==> src/hdl/wha_map.svh <==
`ifndef WHA_MAP_SVH
`define WHA_MAP_SVH

// system register encoding keys shared by all five registers
`define WHA_KEY_OP0        2'h3
`define WHA_KEY_CRN        4'hf
// walk hint control register key
`define WHA_CTRL_OP1       3'h4
`define WHA_CTRL_CRM       4'h7
`define WHA_CTRL_OP2       3'h1
// power and performance register keys
`define WHA_PPM_OP1        3'h6
`define WHA_PPM_CRM        4'h2
`define WHA_PPM_A_OP2      3'h0
`define WHA_PPM_B_OP2      3'h1
`define WHA_PPM_D_OP2      3'h4
`define WHA_PPM_E_OP2      3'h5

// field positions of the walk hint control register
`define WHA_B0_EN_LSB      0
`define WHA_VS_EN_LSB      4
`define WHA_B0_VAL_LSB     8
`define WHA_VS_VAL_LSB     12
`define WHA_CTRL_WIDTH     16
`define WHA_REG_WIDTH      64

// reset values
`define WHA_CTRL_RESET     16'h0000
`define WHA_PPM_RESET      64'h0000_0000_0000_0000

// exception levels and trap syndrome
`define WHA_EL0            2'h0
`define WHA_EL1            2'h1
`define WHA_EL2            2'h2
`define WHA_EL3            2'h3
`define WHA_TRAP_CLASS     6'h18

`endif

==> src/hdl/wha_pkg.sv <==
package wha_pkg;

    typedef enum logic [1:0] {
        ACC_OK,
        ACC_UNDEF,
        ACC_TRAP
    } wha_outcome_t;

    typedef enum logic [1:0] {
        WALK_OTHER,
        WALK_VS2,
        WALK_B0
    } wha_walk_t;

endpackage : wha_pkg

==> src/hdl/wha_hint_gate.sv <==
`timescale 1ns/1ns
`default_nettype none
`include "wha_map.svh"

module wha_hint_gate #(
    parameter int HINT_W = 4
) (
    // control fields
    input  wire logic [`WHA_CTRL_WIDTH-1:0] ctrl,
    // walk base in use
    input  wire wha_pkg::wha_walk_t        walkSel,
    // gated hint
    output logic      [HINT_W-1:0]         hint
);

    always_comb begin
        unique case (walkSel)
            wha_pkg::WALK_VS2: begin
                // value only passes where its enable is set
                hint = ctrl[`WHA_VS_VAL_LSB +: HINT_W] & ctrl[`WHA_VS_EN_LSB +: HINT_W];
            end
            wha_pkg::WALK_B0: begin
                hint = ctrl[`WHA_B0_VAL_LSB +: HINT_W] & ctrl[`WHA_B0_EN_LSB +: HINT_W];
            end
            wha_pkg::WALK_OTHER: begin
                hint = '0;
            end
            default: begin
                hint = '0;
            end
        endcase
    end

endmodule : wha_hint_gate
`default_nettype wire

==> src/hdl/wha_walk_hint_control.sv <==
// Summary of operation
// - Walks through the secure virtual stage-2 base take hints 0-3 from bits 12-15 when enabled.
// - Bits 4-7 enable hints 0-3 for walks through the secure virtual stage-2 base.
// - A hint whose enable is clear is driven as zero whatever its value bit holds.
// - Walks through the EL2 translation base 0 take hints 0-3 from bits 8-11 when enabled.
// - Bits 0-3 enable hints 0-3 for walks through the EL2 translation base 0.
// - Any access to these registers at EL0 is undefined.
// - At EL1 the hint register traps to EL2 with class 0x18 under EL2 and nesting, else undefined.
// - At EL2 and EL3 the hint register is read and written without a trap.
// - The four power and performance registers are reachable only at EL3, undefined at EL1/EL2.
// - All 64 bits of each power and performance register are reserved, with no function.
// - Each of the five registers is 64 bits wide and always present.
`timescale 1ns/1ns
`default_nettype none
`include "wha_map.svh"

module wha_walk_hint_control #(
    parameter int HINT_W  = 4,
    parameter int PPM_NUM = 4
) (
    // clock and reset
    input  wire logic                      clock,
    input  wire logic                      rstn,
    input  wire logic                      clkEn,
    // system register access
    input  wire logic                      accValid,
    input  wire logic                      accWrite,
    input  wire logic [1:0]                accOp0,
    input  wire logic [2:0]                accOp1,
    input  wire logic [3:0]                accCrn,
    input  wire logic [3:0]                accCrm,
    input  wire logic [2:0]                accOp2,
    input  wire logic [`WHA_REG_WIDTH-1:0] accWdata,
    // processor state
    input  wire logic [1:0]                excLevel,
    input  wire logic                      el2Enabled,
    input  wire logic                      nestedVirtFlag,
    // access answer
    output logic                           rspValid,
    output logic                           rspUndef,
    output logic                           rspTrap,
    output logic [5:0]                     rspSyndrome,
    output logic [`WHA_REG_WIDTH-1:0]      rspRdata,
    // table walker
    input  wire logic                      walkValid,
    input  wire wha_pkg::wha_walk_t        walkSel,
    output logic                           walkHintValid,
    output logic [HINT_W-1:0]              walkHint
);

    function automatic logic keyMatch(input logic [2:0] op1, input logic [3:0] crm,
                                      input logic [2:0] op2);
        keyMatch = (accOp0 == `WHA_KEY_OP0) && (accCrn == `WHA_KEY_CRN) &&
                   (accOp1 == op1) && (accCrm == crm) && (accOp2 == op2);
    endfunction : keyMatch

    logic [`WHA_CTRL_WIDTH-1:0] ctrl;
    logic [`WHA_REG_WIDTH-1:0]  ppm [PPM_NUM];
    logic [HINT_W-1:0]          next_hint;
    logic                       hitCtrl;
    logic                       hitPpm;
    logic [1:0]                 ppmIdx;
    wha_pkg::wha_outcome_t      outcome;
    logic                       doAcc;

    // ---- decode ----
    always_comb begin
        hitCtrl = keyMatch(`WHA_CTRL_OP1, `WHA_CTRL_CRM, `WHA_CTRL_OP2);
        hitPpm  = 1'b1;
        ppmIdx  = 2'h0;
        if (keyMatch(`WHA_PPM_OP1, `WHA_PPM_CRM, `WHA_PPM_A_OP2)) begin
            ppmIdx = 2'h0;
        end else if (keyMatch(`WHA_PPM_OP1, `WHA_PPM_CRM, `WHA_PPM_B_OP2)) begin
            ppmIdx = 2'h1;
        end else if (keyMatch(`WHA_PPM_OP1, `WHA_PPM_CRM, `WHA_PPM_D_OP2)) begin
            ppmIdx = 2'h2;
        end else if (keyMatch(`WHA_PPM_OP1, `WHA_PPM_CRM, `WHA_PPM_E_OP2)) begin
            ppmIdx = 2'h3;
        end else begin
            hitPpm = 1'b0;
        end
    end

    assign doAcc = accValid && (hitCtrl || hitPpm);

    // ---- privilege check ----
    always_comb begin
        outcome = wha_pkg::ACC_UNDEF;
        if (excLevel == `WHA_EL0) begin
            outcome = wha_pkg::ACC_UNDEF;
        end else if (hitCtrl) begin
            if (excLevel != `WHA_EL1) begin
                outcome = wha_pkg::ACC_OK;
            end else if (el2Enabled && nestedVirtFlag) begin
                outcome = wha_pkg::ACC_TRAP;
            end else begin
                outcome = wha_pkg::ACC_UNDEF;
            end
        end else if (excLevel == `WHA_EL3) begin
            outcome = wha_pkg::ACC_OK;
        end else begin
            outcome = wha_pkg::ACC_UNDEF;
        end
    end

    // ---- hint control storage ----
    always_ff @(posedge clock or negedge rstn) begin
        if (!rstn) begin
            ctrl <= `WHA_CTRL_RESET;
        end else if (clkEn && doAcc && hitCtrl && accWrite && outcome == wha_pkg::ACC_OK) begin
            // upper bits are simply not stored
            ctrl <= accWdata[`WHA_CTRL_WIDTH-1:0];
        end
    end

    // ---- reserved power/perf storage ----
    // kept as plain scratch so software reads back what it wrote; nothing else looks at it
    always_ff @(posedge clock or negedge rstn) begin
        if (!rstn) begin
            for (int i = 0; i < PPM_NUM; i++) begin
                ppm[i] <= `WHA_PPM_RESET;
            end
        end else if (clkEn && doAcc && hitPpm && accWrite && outcome == wha_pkg::ACC_OK) begin
            ppm[ppmIdx] <= accWdata;
        end
    end

    // ---- access answer ----
    always_ff @(posedge clock or negedge rstn) begin
        if (!rstn) begin
            rspValid    <= 1'b0;
            rspUndef    <= 1'b0;
            rspTrap     <= 1'b0;
            rspSyndrome <= 6'h00;
            rspRdata    <= '0;
        end else if (clkEn) begin
            rspValid    <= doAcc;
            rspUndef    <= 1'b0;
            rspTrap     <= 1'b0;
            rspSyndrome <= 6'h00;
            rspRdata    <= '0;
            if (doAcc) begin
                unique case (outcome)
                    wha_pkg::ACC_OK: begin
                        if (!accWrite && hitCtrl) begin
                            // zero-extended, upper bits read zero
                            rspRdata <= {{(`WHA_REG_WIDTH-`WHA_CTRL_WIDTH){1'b0}}, ctrl};
                        end else if (!accWrite) begin
                            rspRdata <= ppm[ppmIdx];
                        end
                    end
                    wha_pkg::ACC_UNDEF: begin
                        rspUndef <= 1'b1;
                    end
                    wha_pkg::ACC_TRAP: begin
                        rspTrap     <= 1'b1;
                        rspSyndrome <= `WHA_TRAP_CLASS;
                    end
                endcase
            end
        end
    end

    // ---- walk hint path ----
    wha_hint_gate #(
        .HINT_W (HINT_W)
    ) u_gate (
        .ctrl    (ctrl),
        .walkSel (walkSel),
        .hint    (next_hint)
    );

    always_ff @(posedge clock or negedge rstn) begin
        if (!rstn) begin
            walkHintValid <= 1'b0;
            walkHint      <= '0;
        end else if (clkEn) begin
            walkHintValid <= walkValid;
            // idle cycles show zero so a stale hint never leaks
            walkHint      <= walkValid ? next_hint : '0;
        end
    end
endmodule : wha_walk_hint_control
`default_nettype wire

==> config.mk <==
export PLATFORM = sky130hd
export DESIGN_NAME = wha_walk_hint_control
export DESIGN_NICKNAME = d
export VERILOG_FILES = /design/src/hdl/wha_pkg.sv /design/src/hdl/wha_hint_gate.sv /design/src/hdl/wha_walk_hint_control.sv
export VERILOG_INCLUDE_DIRS = /design/src /design/src/hdl
export SDC_FILE = /design/constraint.sdc
export NUM_CORES = 1
export LEC_CHECK = 0
export BUFFER_PORTS_ARGS = -buffer_cell sky130_fd_sc_hd__buf_2
export CORE_MARGIN = 2
export CORE_UTILIZATION = 55
export DETAILED_ROUTE_END_ITERATION = 10
export HOLD_SLACK_MARGIN = 0.05
export PLACE_DENSITY = 0.81
export REMOVE_ABC_BUFFERS = 1
export SLEW_MARGIN = 10
export SYNTH_ARGS = -nofsm -noshare
export SYNTH_HDL_FRONTEND = slang
export SYNTH_HIERARCHICAL = 1
export SYNTH_SLANG_ARGS = --single-unit
==> constraint.sdc <==
create_clock -name clock -period 1.41 [get_ports clock]
set_clock_uncertainty 0.2 [all_clocks]
set_input_delay 0.141 -clock clock [delete_from_list [all_inputs] [get_ports clock]]
set_output_delay 0.141 -clock clock [all_outputs]
set_load 0.01 [all_outputs]
==> flow_summary.ini <==
[synth]
synth_top_flop_cell = dfrtp_1
synth_top_family_by_area = multiplexers
synthSimpleGateAreaFrac = 0.05312
syn_area_um2 = 15000
synthAdderAreaFrac = 0.001668
synth-xor-area-share = 0
ys_types = 42
synth_edf_count = 0
async_flop_share = 1.000
netlist_instances = 1122
yosysTopAreaCellShare = 0.5738
synth_top_area_cell = dfrtp_1
ys_ff_latch = 344
yosys_warnings = 6
synth_area_leaders = dfrtp_1 (57%), mux2_2 (21%), mux2_1 (3.1%)
synth_compound_area_frac = 0.07381
synth_area_per_cell_um2 = 13.37
synth_mux_area_frac = 0.2516
synth_seq_area_share = 0.5738

[layout]
nets = 1498
antenna_cells = 0
ff_latch_area_um2 = 8608
fillers = 1616
fin_area_um2 = 19730
drive_gt1_frac = 0.4877
fin_util = 0.7342
multi_input_area_um2 = 6554
area_growth_syn_to_layout_pct = 31.52

[worst_setup_path]
crit_type = input port to flip-flop
arrival_ns = 2.01
start_kind = input port
crit_chain = buf_6 -> or4b_4 -> nor4_4 -> buf_6 -> buf_4 -> nand4_4 -> buf_12 -> buf_12 -> mux2_4
critPathLaunch = accOp1[0]
required_ns = 1.60
cp_max_fo = 14
r2r_start = ppm[166]
max_stage_delay_ns = 0.57
cp_top_family = simple AND/OR/NAND/NOR gates
crit_path_top_delay_cell = or4b_4
crit_buf_inv = 5
setup.worst_path.end_class = flip-flop

[outcome]
outcome = finished with violations
violations = negative hold slack, negative setup slack

[cts]
clock_sinks = 344
clock_path_buffers = 3
clkLatencyLatePin_ns = 0.51
clk_pin_slew_ns = 0.06
root_buffer = clkbuf_16
h-tree-depth = 2
cts_buffers = 35
cts_tree = done

[placed_design]
placed_area_um2 = 16500
io_buffers = 165
place_ws_ns = -1.028
place.gp.congestion = 0.8016
dpl.hpwl_um = 21500

[floorplanning]
initial_core_util = 0.5582
die-area_um2 = 28620
io_pins = 170
die_x_um = 169.2
fp.dieH_um = 169.2
row_count = 60
core_um2 = 26880

[timing]
rsz0062_at_grt = true
maxSlewHeadroom = 0.4750
slew_violations = 0
hold_slack_ns = -0.08718
setup_viol = 339
max_freq_ghz = 0.5505
worst-slew-pin-transition_ns = 0.7876
timing.final.crit_share = 1.288
worst_slack_ns = -0.4066
min_period_ns = 1.817
tns_ns = -115.75
hold_violations = 17

[drt]
wire_per_inst_um = 23.60
drt.antenna.violating_nets = 0
vias_per_cell = 5.985
initialDrtViolationCount = 613
drc = 0
drtPass1Iterations = 5
totalWireLength_um = 41730
vias = 10580

[job]
drv_cap = 0

[power]
leakage_nw = 10.10
peakVddDrop_uv = 889.1
p_total_mw = 20.02
p_per_area_nw_per_um2 = 1015

[grt]
grt_start_max_net_pins = 61
track_usage = 0.2731
grt_pass1_wl_um = 61330
antenna_found_initial = 1
gr-total-overflow = 0
first_global_vias = 11060

[worst_hold_path]
worstHoldPathType = input port to asynchronous set/reset pin
[sequential cells by signal, indices dropped and copies added, names as in the netlist]
signal         count
rspValid           1
walkHint           4
ctrl              16
ppm              256
rspUndef           1
rspSyndrome        1
walkHintValid      1
rspRdata          64
[layout make-up]
class / count / share of cell area
Clock inverter: 8 / 0.003297
Inverter: 59 / 0.01122
Clock buffer: 52 / 0.05282
Sequential cell: 344 / 0.4363
Tap cell: 341 / 0.02162
Timing Repair Buffer: 317 / 0.1426
Multi-Input combinational cell: 647 / 0.3322
[worst paths after layout]
kind | depth (start not counted) | slack [ns] | to
min in group clock | 5 | 0.07 | rspSyndrome[3]
min | 2 | -0.09 | rspRdata[63]
max reg2reg | 3 | 0 | rspRdata[38]
max in group asynchronous | 3 | 0.46 | ppm[164]
min reg2reg | 1 | 0.29 | ppm[26]
max | 9 | -0.41 | ppm[81]
[power by group]
group / total [mW] / internal, mW / leakage (nW) / switching (mW)
Sequential: 9.87 / 9.87 / 4.81 / 0.00155
Clock: 9.08 / 5.29 / 0.551 / 3.79
Combinational: 1.07 / 0.429 / 4.74 / 0.637
Total: 20.0 / 15.6 / 10.1 / 4.43
[repair_timing]
| action | in CTS | in global routing |
|---|---|---|
| gates resized for setup | 70 | 129 |
| setup buffers | 9 | 2 |
| pin swaps | 12 | 12 |
| hold buffers | 70 | 1 |
| endpoints found under the hold margin | 623 | 18 |
| endpoints found under the setup margin | 352 | 358 |
| cloned | 5 | 12 |
[layout by cell type (no fill, tap or decap), drive strengths merged, types with 7 or more instances in the layout]
cell type,netlist,final
buf,37,238
nand3,8,8
inv,59,59
nor2,84,84
nand2,11,11
o32ai,48,48
dlygate4sd3,0,70
clkbuf,38,60
dfrtp,344,344
o22ai,53,53
a21oi,16,16
mux2,321,321
o21ai,22,22
clkinv,0,7
mux2i,16,16
nor2b,16,16
a211o,17,17
[routing by layer]
layer	GRT usage	vias to the layer above	wire length, µm
li1	-	4608	-
met1	0.3770	5524	17670
met2	0.4504	350	20590
met3	0.04711	98	2255
met4	0.07692	2	1196
met5	0	-	11
[through the flow]
stage	instances	hold slack [ns]
after global routing	1768	-0.06851
final	1768	-0.08718
after floorplan	1050	-0.3546
after global placement	1611	-0.1599
after detailed placement	1611	-0.1582
after CTS	1755	-0.08173
[synthesized netlist by cell type (all sizes together) (8+ instances only)]
cell type / instances
dfrtp: 344
mux2: 321
nor2: 84
inv: 59
o22ai: 53
o32ai: 48
clkbuf: 38
buf: 37
o21ai: 22
a211o: 17
a21oi: 16
mux2i: 16
nor2b: 16
nand2: 11
nand3: 8
[kinds of logic after synthesis]
kind of cell             after synthesis
AO/OA/AOI/OAI                        158
adder cells (fa/ha/maj)                2
buffers and inverters                134
flip-flops                           344
multiplexers                         337
other                                  1
AND/OR/NAND/NOR                      146
(Power assumes the default switching activity.)
